## src/include/svp_defines.vh

```
// Purpose: Shared constants of the sound processor control interface.
// Assumes: Included by bare name from every design file except the synchroniser.
// Notes:   Definitions only.
`ifndef SVP_DEFINES_VH
`define SVP_DEFINES_VH

// Serial bus address, seven bits, read/write bit excluded.
`define SVP_SLAVE_ADDR 7'h42
// Subaddresses of the write registers.
`define SVP_SUB_ROUTE 8'h00
`define SVP_SUB_UNUSED 8'h01
`define SVP_SUB_GAIN_B 8'h02
`define SVP_SUB_TRIM_A 8'h03
`define SVP_SUB_INTEG 8'h04
// Status byte field positions.
`define SVP_STAT_POWER_BIT 7
`define SVP_STAT_MATRIX_BIT 6
`define SVP_STAT_BILING_BIT 5
// Integrator control field positions.
`define SVP_INTEG_ON_BIT 1
`define SVP_INTEG_SHORT_BIT 0
// Reset values.
`define SVP_ROUTE_RESET 7'h00
`define SVP_GAIN_B_RESET 4'h0
`define SVP_TRIM_A_RESET 6'h00
`define SVP_INTEG_RESET 2'h0
// Transmission mode codes, {matrix, bilingual}.
`define SVP_MODE_MONO 2'h0
`define SVP_MODE_DUAL 2'h1
`define SVP_MODE_STEREO 2'h2
`define SVP_MODE_INVALID 2'h3
// Route selection codes.
`define SVP_RT_MUTE 7'h00
`define SVP_RT_MONO 7'h10
`define SVP_RT_STEREO 7'h2a
`define SVP_RT_DUAL_AA 7'h12
`define SVP_RT_DUAL_AB 7'h1a
`define SVP_RT_DUAL_BA 7'h16
`define SVP_RT_DUAL_BB 7'h1e
`define SVP_RT_EXT 7'h7a
// Output source codes.
`define SVP_SRC_MUTE 3'h0
`define SVP_SRC_MONO 3'h1
`define SVP_SRC_LEFT 3'h2
`define SVP_SRC_RIGHT 3'h3
`define SVP_SRC_A 3'h4
`define SVP_SRC_B 3'h5
`define SVP_SRC_EXT 3'h6
// Integration periods in clocks at 10 MHz: about 1 s and about 0.5 s.
`define SVP_INTEG_LONG_CYCLES 24'h98_9680
`define SVP_INTEG_SHORT_CYCLES 24'h4c_4b40

`endif

```

## src/hdl/svp_i2c_regs.v

```verilog
// Purpose: Serial-bus slave and register bank of the sound processor.
// Assumes: Bus clock well below a quarter of i_clock; i_rst is power-on reset.
// Notes:   Data line is open drain: o_sda_oe high pulls the line low.
// What this block does
// - Answer address 1000010 and acknowledge bytes.
// - Read returns one status byte, flags on top.
// - Power-on flag set by any power reset.
// - Successful status read clears power-on flag.
// - Two flags encode mono, dual, stereo, invalid.
// - Write is address, subaddress, then data.
// - Unused subaddress byte acknowledged, then discarded.
// - Route byte selects mute, mono, stereo, external.
// - Dual route codes pick second pair sources.
// - Input B gain in half-dB steps.
// - Input A trim in tenth-dB steps.
// - Integrator byte: bit1 enable, bit0 short.
// - Enable bit switches identification integrator on.
// - Short bit halves integration time to 0.5 s.
// - Subaddress 05h to FFh gets no acknowledge.
// - Successive data bytes go to next subaddress.
// - Power reset zeroes gain, trim and integrator.
`timescale 1ns/1ps
`default_nettype none
`include "svp_defines.vh"

module svp_i2c_regs #(
   parameter [23:0] P_INTEG_LONG_CYCLES =
      `SVP_INTEG_LONG_CYCLES,
   parameter [23:0] P_INTEG_SHORT_CYCLES =
      `SVP_INTEG_SHORT_CYCLES
) (
   // Clock and power-on reset.
   input wire i_clock,
   input wire i_rst,
   // Serial bus pins.
   input wire i_scl,
   input wire i_sda,
   output wire o_sda_out,
   output reg o_sda_oe,
   // Supply breakdown detector, asynchronous level.
   input wire i_supply_fail,
   // Identification detector flags, same clock domain.
   input wire i_matrix_ident_flag,
   input wire i_bilingual_ident_flag,
   // Stored register fields.
   output reg [6:0] o_route_select_bits,
   output reg [3:0] o_gain_b_bits,
   output reg [5:0] o_trim_a_bits,
   output reg o_integrator_on,
   output reg o_integrate_short,
   output reg o_power_on_flag,
   // Decoded audio settings.
   output wire [11:0] o_sources,
   output wire [3:0] o_gain_b_half_db,
   output wire [5:0] o_trim_a_tenth_db,
   // Transmission mode and integration period tick.
   output reg [1:0] o_mode,
   output reg o_integ_tick
);

   localparam [2:0] ST_IDLE = 3'h0;
   localparam [2:0] ST_ADDR = 3'h1;
   localparam [2:0] ST_SUB = 3'h2;
   localparam [2:0] ST_DATA = 3'h3;
   localparam [2:0] ST_READ = 3'h4;
   localparam [2:0] ST_IGNORE = 3'h5;
   localparam [1:0] INTEG_RST = `SVP_INTEG_RESET;

   wire scl_s;
   wire sda_s;
   wire fail_s;
   reg scl_d;
   reg sda_d;
   reg fail_d;
   reg [2:0] state;
   reg [3:0] bit_cnt;
   reg [7:0] rx_shift;
   reg [7:0] tx_shift;
   reg [7:0] ptr;
   reg master_ack;
   reg read_done;
   reg [23:0] integ_cnt;
   wire scl_rise;
   wire scl_fall;
   wire start_cond;
   wire stop_cond;
   wire fail_rise;
   wire [7:0] status_byte;

   // The line is only ever pulled low.
   assign o_sda_out = 1'b0;

   ////////////////////////////////////////////////////////////////////////
   // Pin synchronisation and edge detection.

   // Bus pins idle high, supply fail idles low.
   svp_sync #(.W(2), .IDLE(2'h3)) u_bus_sync (
      .i_clock(i_clock),
      .i_rst(i_rst),
      .i_async({i_scl, i_sda}),
      .o_sync({scl_s, sda_s})
   );

   svp_sync #(.W(1), .IDLE(1'b0)) u_fail_sync (
      .i_clock(i_clock),
      .i_rst(i_rst),
      .i_async(i_supply_fail),
      .o_sync(fail_s)
   );

   // Previous synchronised levels.
   always @(posedge i_clock or posedge i_rst) begin
      if (i_rst) begin
         scl_d <= 1'b1;
         sda_d <= 1'b1;
         fail_d <= 1'b0;
      end else begin
         scl_d <= scl_s;
         sda_d <= sda_s;
         fail_d <= fail_s;
      end
   end

   // Bus events; start and stop only while the clock stays high.
   assign scl_rise = scl_s & ~scl_d;
   assign scl_fall = ~scl_s & scl_d;
   assign start_cond = scl_s & scl_d & sda_d & ~sda_s;
   assign stop_cond = scl_s & scl_d & ~sda_d & sda_s;
   assign fail_rise = fail_s & ~fail_d;

   // Status byte with zero low bits.
   assign status_byte = {o_power_on_flag, i_matrix_ident_flag,
      i_bilingual_ident_flag, 5'h00};

   ////////////////////////////////////////////////////////////////////////
   // Bus protocol engine and register writes.

   // Bit count runs 0..7 for data bits and 8 for the acknowledge clock.
   always @(posedge i_clock or posedge i_rst) begin
      if (i_rst) begin
         state <= ST_IDLE;
         bit_cnt <= 4'h0;
         rx_shift <= 8'h00;
         tx_shift <= 8'h00;
         ptr <= 8'h00;
         master_ack <= 1'b0;
         read_done <= 1'b0;
         o_sda_oe <= 1'b0;
         o_route_select_bits <= `SVP_ROUTE_RESET;
         o_gain_b_bits <= `SVP_GAIN_B_RESET;
         o_trim_a_bits <= `SVP_TRIM_A_RESET;
         o_integrator_on <= INTEG_RST[`SVP_INTEG_ON_BIT];
         o_integrate_short <= INTEG_RST[`SVP_INTEG_SHORT_BIT];
      end else begin
         read_done <= 1'b0;
         if (start_cond) begin
            // A start resets the transceiver, also as repeated start.
            state <= ST_ADDR;
            bit_cnt <= 4'h0;
            o_sda_oe <= 1'b0;
         end else if (stop_cond) begin
            state <= ST_IDLE;
            bit_cnt <= 4'h0;
            o_sda_oe <= 1'b0;
         end else if (state != ST_IDLE && state != ST_IGNORE) begin
            if (scl_rise) begin
               bit_cnt <= bit_cnt + 4'h1;
               if (bit_cnt < 4'h8) begin
                  rx_shift <= {rx_shift[6:0], sda_s};
               end else if (bit_cnt == 4'h8 && state == ST_READ && !o_sda_oe) begin
                  // Master clocked out a status byte; the address ack still holds the line.
                  master_ack <= ~sda_s;
                  read_done <= 1'b1;
               end
            end else if (scl_fall) begin
               if (bit_cnt == 4'h8) begin
                  case (state)
                     ST_ADDR: begin
                        if (rx_shift[7:1] == `SVP_SLAVE_ADDR) begin
                           o_sda_oe <= 1'b1;
                           master_ack <= 1'b1;
                           if (rx_shift[0]) begin
                              state <= ST_READ;
                           end else begin
                              state <= ST_SUB;
                           end
                        end else begin
                           state <= ST_IGNORE;
                        end
                     end
                     ST_SUB: begin
                        if (rx_shift <= `SVP_SUB_INTEG) begin
                           ptr <= rx_shift;
                           o_sda_oe <= 1'b1;
                           state <= ST_DATA;
                        end else begin
                           state <= ST_IGNORE;
                        end
                     end
                     ST_DATA: begin
                        if (ptr <= `SVP_SUB_INTEG) begin
                           o_sda_oe <= 1'b1;
                           ptr <= ptr + 8'h01;
                           if (ptr == `SVP_SUB_ROUTE) begin
                              o_route_select_bits <= rx_shift[6:0];
                           end else if (ptr == `SVP_SUB_GAIN_B) begin
                              o_gain_b_bits <= rx_shift[3:0];
                           end else if (ptr == `SVP_SUB_TRIM_A) begin
                              o_trim_a_bits <= rx_shift[5:0];
                           end else if (ptr == `SVP_SUB_INTEG) begin
                              o_integrator_on <= rx_shift[`SVP_INTEG_ON_BIT];
                              o_integrate_short <= rx_shift[`SVP_INTEG_SHORT_BIT];
                           end
                        end else begin
                           state <= ST_IGNORE;
                        end
                     end
                     default: begin
                        // Release the line so the master can acknowledge.
                        o_sda_oe <= 1'b0;
                     end
                  endcase
               end else if (bit_cnt == 4'h9) begin
                  bit_cnt <= 4'h0;
                  if (state == ST_READ) begin
                     if (master_ack) begin
                        tx_shift <= {status_byte[6:0], 1'b0};
                        o_sda_oe <= ~status_byte[7];
                     end else begin
                        o_sda_oe <= 1'b0;
                        state <= ST_IGNORE;
                     end
                  end else begin
                     o_sda_oe <= 1'b0;
                  end
               end else if (state == ST_READ) begin
                  // Next status bit, most significant first.
                  o_sda_oe <= ~tx_shift[7];
                  tx_shift <= {tx_shift[6:0], 1'b0};
               end
            end
         end
      end
   end

   ////////////////////////////////////////////////////////////////////////
   // Power-on flag and transmission mode.

   // A supply breakdown in the same cycle as a read keeps the flag set.
   always @(posedge i_clock or posedge i_rst) begin
      if (i_rst) begin
         o_power_on_flag <= 1'b1;
      end else if (fail_rise) begin
         o_power_on_flag <= 1'b1;
      end else if (read_done) begin
         o_power_on_flag <= 1'b0;
      end
   end

   // Registered mode code from the detector flags.
   always @(posedge i_clock or posedge i_rst) begin
      if (i_rst) begin
         o_mode <= `SVP_MODE_MONO;
      end else begin
         o_mode <= {i_matrix_ident_flag, i_bilingual_ident_flag};
      end
   end

   ////////////////////////////////////////////////////////////////////////
   // Integration period timer.

   // Ticks once per period while enabled; period follows the short bit.
   always @(posedge i_clock or posedge i_rst) begin
      if (i_rst) begin
         integ_cnt <= 24'h00_0000;
         o_integ_tick <= 1'b0;
      end else if (!o_integrator_on) begin
         integ_cnt <= 24'h00_0000;
         o_integ_tick <= 1'b0;
      end else if (integ_cnt + 24'h00_0001 >= (o_integrate_short ?
            P_INTEG_SHORT_CYCLES : P_INTEG_LONG_CYCLES)) begin
         integ_cnt <= 24'h00_0000;
         o_integ_tick <= 1'b1;
      end else begin
         integ_cnt <= integ_cnt + 24'h00_0001;
         o_integ_tick <= 1'b0;
      end
   end

   ////////////////////////////////////////////////////////////////////////
   // Audio setting decode.

   svp_audio_decode u_decode (
      .i_clock(i_clock),
      .i_rst(i_rst),
      .i_route_select_bits(o_route_select_bits),
      .i_gain_b_bits(o_gain_b_bits),
      .i_trim_a_bits(o_trim_a_bits),
      .o_sources(o_sources),
      .o_gain_b_half_db(o_gain_b_half_db),
      .o_trim_a_tenth_db(o_trim_a_tenth_db)
   );

endmodule

`default_nettype wire

```

## src/hdl/svp_sync.v

```verilog
// Purpose: Two-stage synchroniser for pins from outside the clock domain.
// Assumes: Asynchronous active-high reset; idle level given by parameter.
// Notes:   Only the second stage is visible to other logic.
`timescale 1ns/1ps
`default_nettype none

module svp_sync #(
   parameter W = 1,
   parameter [W-1:0] IDLE = {W{1'b1}}
) (
   // Clock and reset.
   input wire i_clock,
   input wire i_rst,
   // Raw and synchronised levels.
   input wire [W-1:0] i_async,
   output reg [W-1:0] o_sync
);

   reg [W-1:0] meta;

   // Two flip-flops in series.
   always @(posedge i_clock or posedge i_rst) begin
      if (i_rst) begin
         meta <= IDLE;
         o_sync <= IDLE;
      end else begin
         meta <= i_async;
         o_sync <= meta;
      end
   end

endmodule

`default_nettype wire

```

## src/hdl/svp_audio_decode.v

```verilog
// Purpose: Turns the stored route and trim bytes into source and gain codes.
// Assumes: Register values come from the same clock domain.
// Notes:   Undefined codes give mute or 0 dB.
`timescale 1ns/1ps
`default_nettype none
`include "svp_defines.vh"

module svp_audio_decode (
   // Clock and reset.
   input wire i_clock,
   input wire i_rst,
   // Stored register fields.
   input wire [6:0] i_route_select_bits,
   input wire [3:0] i_gain_b_bits,
   input wire [5:0] i_trim_a_bits,
   // Source per output: main left, main right, second left, second right.
   output reg [11:0] o_sources,
   // Signed gain in half dB and trim in tenth dB.
   output reg [3:0] o_gain_b_half_db,
   output reg [5:0] o_trim_a_tenth_db
);

   // Four source codes packed main left first.
   function [11:0] route_decode;
      input [6:0] r;
      begin
         case (r)
            `SVP_RT_MONO: route_decode = {4{`SVP_SRC_MONO}};
            `SVP_RT_STEREO: route_decode = {`SVP_SRC_LEFT, `SVP_SRC_RIGHT,
               `SVP_SRC_LEFT, `SVP_SRC_RIGHT};
            `SVP_RT_DUAL_AA: route_decode = {`SVP_SRC_A, `SVP_SRC_B,
               `SVP_SRC_A, `SVP_SRC_A};
            `SVP_RT_DUAL_AB: route_decode = {`SVP_SRC_A, `SVP_SRC_B,
               `SVP_SRC_A, `SVP_SRC_B};
            `SVP_RT_DUAL_BA: route_decode = {`SVP_SRC_A, `SVP_SRC_B,
               `SVP_SRC_B, `SVP_SRC_A};
            `SVP_RT_DUAL_BB: route_decode = {`SVP_SRC_A, `SVP_SRC_B,
               `SVP_SRC_B, `SVP_SRC_B};
            `SVP_RT_EXT: route_decode = {4{`SVP_SRC_EXT}};
            default: route_decode = {4{`SVP_SRC_MUTE}};
         endcase
      end
   endfunction

   // Half-dB steps: 09h..0Dh positive, 01h..04h negative.
   function [3:0] gain_decode;
      input [3:0] g;
      begin
         if (g >= 4'h9 && g <= 4'hd) begin
            gain_decode = g - 4'h8;
         end else if (g >= 4'h1 && g <= 4'h4) begin
            gain_decode = 4'h0 - g;
         end else begin
            gain_decode = 4'h0;
         end
      end
   endfunction

   // Tenth-dB steps: 21h..39h positive, 01h..18h negative.
   function [5:0] trim_decode;
      input [5:0] t;
      begin
         if (t >= 6'h21 && t <= 6'h39) begin
            trim_decode = t - 6'h20;
         end else if (t >= 6'h01 && t <= 6'h18) begin
            trim_decode = 6'h00 - t;
         end else begin
            trim_decode = 6'h00;
         end
      end
   endfunction

   // Registered decode outputs.
   always @(posedge i_clock or posedge i_rst) begin
      if (i_rst) begin
         o_sources <= {4{`SVP_SRC_MUTE}};
         o_gain_b_half_db <= 4'h0;
         o_trim_a_tenth_db <= 6'h00;
      end else begin
         o_sources <= route_decode(i_route_select_bits);
         o_gain_b_half_db <= gain_decode(i_gain_b_bits);
         o_trim_a_tenth_db <= trim_decode(i_trim_a_bits);
      end
   end

endmodule

`default_nettype wire

```

## config.mk

```make
export PLATFORM = sky130hd
export DESIGN_NAME = svp_i2c_regs
export DESIGN_NICKNAME = d
export VERILOG_FILES = /design/src/hdl/svp_i2c_regs.v /design/src/hdl/svp_sync.v /design/src/hdl/svp_audio_decode.v
export VERILOG_INCLUDE_DIRS = /design/src /design/src/include
export SDC_FILE = /design/constraint.sdc
export NUM_CORES = 1
export LEC_CHECK = 0
export BUFFER_PORTS_ARGS = -buffer_cell sky130_fd_sc_hd__buf_4
export CAP_MARGIN = 10
export CORE_AREA = 2 2 121 152
export DETAILED_ROUTE_END_ITERATION = 10
export DIE_AREA = 0 0 123 154
export PLACE_DENSITY_LB_ADDON = 0.15
export SLEW_MARGIN = 40
export SYNTH_ARGS = -nofsm -noshare
export SYNTH_HDL_FRONTEND = slang
export SYNTH_SLANG_ARGS = --single-unit
```

## constraint.sdc

```tcl
create_clock -name i_clock -period 3.2 [get_ports i_clock]
set_input_delay 0.8 -clock i_clock [delete_from_list [all_inputs] [get_ports i_clock]]
set_output_delay 0.8 -clock i_clock [all_outputs]
set_load 0.01 [all_outputs]
```

==> flow_summary.ini, run 1 <==
[status]
status = finished, final reports clean

[logic_synthesis]
synth_top_area_frac = 0.450
netlist_instances = 490
synth_nets = 524
yosysSeqAreaShare = 0.485
yosys-top-cells-count = dfrtp_1, nand2_1, nor2_1
synth-edff-count = 0
synth_most_common_cell = dfrtp_1
synth_area_leaders = dfrtp_1, ha_1, mux2_2
yosys_register_bits = 100
synth_cell_types = 59
ys_warn_count = 0
yosys.area.top_type = dfrtp_1
syn_avg_cell_area_um2 = 10.6
synthFlopType = dfrtp_1
synthArstFlopShare = 1.00
syn-cell-area_mm2 = 0.00518

[clock_network]
clock-sinks = 100
htree_levels = 3
cts_tree = done
insertion_delay_ps = 350
clockBufferDepth = 2
cts_made_buffers = 9
path_clk_slew_ps = 70
cts-root-buf = clkbuf_16

[global_route]
antenna_found_initial = 0
grt_overflow_total = 0
grt_pass1_wl_mm = 19.3
grt_pass1_vias = 3779
gr-usage-all-layers = 0.130
grt_max_degree = 34

[drt]
drt-initial-drc-count = 183
ant_nets = 0
wl_per_cell_um = 14.9
first_pass_iters = 4
vias_per_cell = 4.83
drc = 0
vias = 3725
wirelength_mm = 11.5

[critical_path]
criticalPathCategory = flip-flop to flip-flop
rr_worst_depth = 12
required_ps = 3430
cp-start-kind = flip-flop
endpoint_kind = flip-flop
critical_path_arrival_ps = 3240
path_max_fanout = 18

[place]
port_buffers = 52
gp_congestion = 0.856
pre_cts_slack_ps = 130
place_hpwl_mm = 8.51

[power]
vdd_ir_drop_max_uv = 271
power.total_uw = 2900
p_leak_uw = 0.00279
powerDensity_mw_per_mm2 = 472

[timing]
grt_setup_unrepaired = no
maxSlewViolCount = 0
finClkSkew_ps = 8.15
whs_ps = 350
fin_crit_sh = 0.942
period_minus_slack_ps = 3020
setup-tns-final_ps = 0
fin_ws_ps = 185
hold_viol_final = 0
tightest_slew_ps = 510
clock.fmax_mhz = 332
setup_viol = 0
slew_headroom = 0.656

[floorplan]
dieWidth_um = 123
core_region_area_mm2 = 0.0174
initial_core_util = 0.297
num_rows = 54
dieArea_mm2 = 0.0189
die_h_um = 154
io_pins = 54

[worst_hold_path]
hold-path-cell-count = 0
worst_hold_path_type = flip-flop to flip-flop

[final_layout]
layout-drive-gt1-share = 0.221
n_antenna_cell = 0
area_growth_pct = 18.8
final_util = 0.353
fin_nets = 577

[flow_run]
drv_cap = 0
==> cell type report <==
class	instances	area (µm²)
fillers	1781	11300
flip-flops and latches	100	2510
multi-input cells	344	2450
repair buffers	62	502
well taps	224	280
clock buffers	11	233
inverters	26	101
clock inverters	4	73.8
==> what timing repair did <==
item,CTS,global route
buffers inserted,0,1
hold buffers,0,0
resized for setup,0,2
setup endpoints to repair,0,19
==> state kept, by name (all words and copies together), names as in the netlist, 2 cells and up <==
register and cells:
integ_cnt 24, ptr 8, rx_shift 8, o_route_select_bits 7, o_trim_a_bits 6, u_decode.o_sources 6, u_decode.o_trim_a_tenth_db 6, bit_cnt 4
o_gain_b_bits 4, u_decode.o_gain_b_half_db 4, state 3, o_mode 2, tx_shift 2, u_bus_sync.meta 2, u_bus_sync.o_sync 2
==> logic make-up after synthesis <==
group                    after synthesis  synth area share
XOR/XNOR                              25            0.0423
AO/OA/AOI/OAI                         85             0.110
flip-flops                           100             0.485
multiplexers                          28            0.0602
other                                  1          0.000724
adder cells (fa/ha/maj)               27            0.0653
AND/OR/NAND/NOR                      178             0.194
buffers and inverters                 46            0.0418
==> critical path: stages (launching register included) <==
cell and delay (ps):
dfrtp_1 420, ha_1 220, nand2_1 110, nor3_4 300, buf_4 170, xnor2_1 80
ha_1 290, nand4_1 100, a2111oi_1 480, o211ai_1 200, a41oi_4 220, buf_6 220
nor3_1 80
==> path summary, 6_finish.rpt <==
| check | from | slack [ps] | endpoint |
|---|---|---|---|
| min in group asynchronous | i_rst | 420 | ptr[1] |
| hold reg to reg | u_fail_sync.meta | 350 | u_fail_sync.o_sync |
| setup reg to reg | integ_cnt[0] | 180 | integ_cnt[2] |
| setup / recovery | integ_cnt[0] | 180 | integ_cnt[2] |
| max in group asynchronous | i_rst | 2060 | o_power_on_flag |
| hold / removal | u_fail_sync.meta | 350 | u_fail_sync.o_sync |
==> stage by stage <==
| stage | instance area, µm² | instances |
|---|---|---|
| after global placement | 5800 | 754 |
| after CTS | 6110 | 769 |
| after detailed placement | 5800 | 754 |
| after global routing | 6150 | 771 |
| after floorplan | 5180 | 490 |
| final | 6150 | 771 |
==> layer usage <==
| layer | up-vias | wire length, µm | part of all wire | GRT usage |
|---|---|---|---|---|
| li1 | 1839 | - | - | - |
| met1 | 1826 | 4790 | 0.42 | 0.150 |
| met2 | 44 | 6160 | 0.54 | 0.233 |
| met3 | 16 | 285 | 0.025 | 0.0293 |
| met4 | 0 | 244 | 0.021 | 0.0455 |
| met5 | - | 0 | 0 | 0 |
==> cells in the final DEF, fill, tap and decap left out, types with 19 or more instances in the layout <==
cell,count
inv_1,25
nand2_1,36
buf_4,59
a21oi_1,19
o21ai_0,30
dfrtp_1,93
nor2_1,32
nor3b_1,20
mux2_2,25
ha_1,27
==> power by group <==
part / switching (µW) / leakage [µW] / internal [µW]
Combinational: 142 / 0.00129 / 133
Sequential: 130 / 0.00134 / 1350
Clock: 470 / 0.000150 / 683
Note: power is estimated with default switching activity, not from simulation.
==> run 2: changes to the inputs <==
- RECOVER_POWER: unset -> 25
==> run 2 against run 1 <==
Combinational power decreased by 2%. Total power fell by 0.20%. Non-clock buffer count unchanged. Sequential share of layout area rose by 0.25 points. Flip-flop and latch count unchanged. Highest routed layer unchanged.
==> flow_summary.ini, run 2 (same netlist as run 1, synthesis figures left out) <==
[final_layout]
fin_area_mm2 = 0.00611
final_util = 0.351
regMostFlops = integ_cnt
multi_input_area_mm2 = 0.00245
final_common_cell = dfrtp_1
largest_reg_flops = 24
fin_nets = 577
seq_area_mm2 = 0.00251
layout-drive-gt1-share = 0.208
n_antenna_cell = 0
area_growth_pct = 18.1
reg_top3 = integ_cnt x24, ptr x8, rx_shift x8
fillCellCount = 1785
mostFrequentLayoutCells = dfrtp_1, buf_4, nand2_1, nor2_1, o21ai_0

[critical_path]
path_common_cell = ha_1
cpPeakStageDelay_ps = 480
crit_path_top_delay_cell = a2111oi_1
endpoint_kind = flip-flop
criticalPathCategory = flip-flop to flip-flop
cp-start-kind = flip-flop
crit_chain = ha_1 > nand2_1 > nor3_4 > buf_4 > xnor2_1 > ha_1 > nand4_1 > a2111oi_1 > o211ai_1 > a41oi_4 > buf_6 > nor3_1
rr_worst_depth = 12
critical_path_arrival_ps = 3240
path_max_fanout = 18
required_ps = 3430

[place]
gp_congestion = 0.856
place_hpwl_mm = 8.51
port_buffers = 52
place_area_mm2 = 0.00580

[global_route]
grt_pass1_wl_mm = 19.3
grt_max_degree = 34
antenna_found_initial = 0
grt_pass1_vias = 3779
grt_overflow_total = 0
gr-usage-all-layers = 0.130

[floorplan]
dieArea_mm2 = 0.0189
dieWidth_um = 123
die_h_um = 154
io_pins = 54
core_region_area_mm2 = 0.0174
initial_core_util = 0.297
num_rows = 54

[clock_network]
clockBufferDepth = 2
cts_tree = done
cts_made_buffers = 9
path_clk_slew_ps = 70
cts-root-buf = clkbuf_16
htree_levels = 3
insertion_delay_ps = 350
clock-sinks = 100

[drt]
wl_per_cell_um = 14.9
vias = 3741
wirelength_mm = 11.5
drt-initial-drc-count = 180
ant_nets = 0
vias_per_cell = 4.85
first_pass_iters = 4
drc = 0

[timing]
setup_viol = 0
grt_setup_unrepaired = no
maxSlewViolCount = 0
slew_headroom = 0.185
tightest_slew_ps = 1220
fin_crit_sh = 0.940
period_minus_slack_ps = 3010
clock.fmax_mhz = 332
setup-tns-final_ps = 0
finClkSkew_ps = 8.02
hold_viol_final = 0

[status]
status = finished, final reports clean

[power]
powerDensity_mw_per_mm2 = 474
p_leak_uw = 0.00276
power.total_uw = 2900
vdd_ir_drop_max_uv = 271

[worst_hold_path]
hold-path-cell-count = 0
worst_hold_path_type = flip-flop to flip-flop

[flow_run]
drv_cap = 0
run 2: where the power goes:
group | internal, µW | switching (µW) | total (µW)
clock | 683 | 470 | 1150
sequential | 1350 | 130 | 1480
combinational | 128 | 141 | 269
run 2: per-layer routing:
metal	part of all wire	wire [µm]	GRT usage	vias to the layer above
li1	-	-	-	1841
met1	0.42	4780	0.150	1840
met2	0.54	6170	0.233	44
met3	0.025	284	0.0293	16
met4	0.021	244	0.0455	0
met5	0	0	0	-
run 2: through the flow:
stage	hold slack (ps)	worst slack, ps	std cells
final	350	192	771
after global routing	366	4.31	771
after CTS	354	122	769
after detailed placement	337	130	754
after global placement	334	309	754
after floorplan	331	588	490
run 2: final cells by class:
class                      instances  area share
clock inverter                     4      0.0121
tap                              224      0.0458
sequential                       100       0.411
inverter                          26      0.0162
timing repair buffer              62      0.0763
multi-input combinational        344       0.401
clock buffer                      11      0.0381
run 2: critical path: cells and delay by family (launching register included):
family / cells / cell delay, ps
buffers and inverters: 2 / 390
AND/OR/NAND/NOR: 4 / 590
flip-flops: 1 / 420
AO/OA/AOI/OAI: 3 / 900
adder cells (fa/ha/maj): 2 / 510
XOR/XNOR: 1 / 80
run 2: worst paths after layout:
kind,slack [ps],end,start
max in group asynchronous,1160,o_power_on_flag,i_rst
min reg2reg,350,u_fail_sync.o_sync,u_fail_sync.meta
min,350,u_fail_sync.o_sync,u_fail_sync.meta
max,190,integ_cnt[2],integ_cnt[0]
max reg2reg,190,integ_cnt[2],integ_cnt[0]
min in group asynchronous,460,ptr[1],i_rst
run 2: what timing repair did:
| action | 4_1_cts | 5_1_grt |
|---|---|---|
| buffers inserted | 0 | 1 |
| hold buffers | 0 | 0 |
| setup endpoints to repair | 0 | 19 |
| gates resized for setup | 0 | 2 |
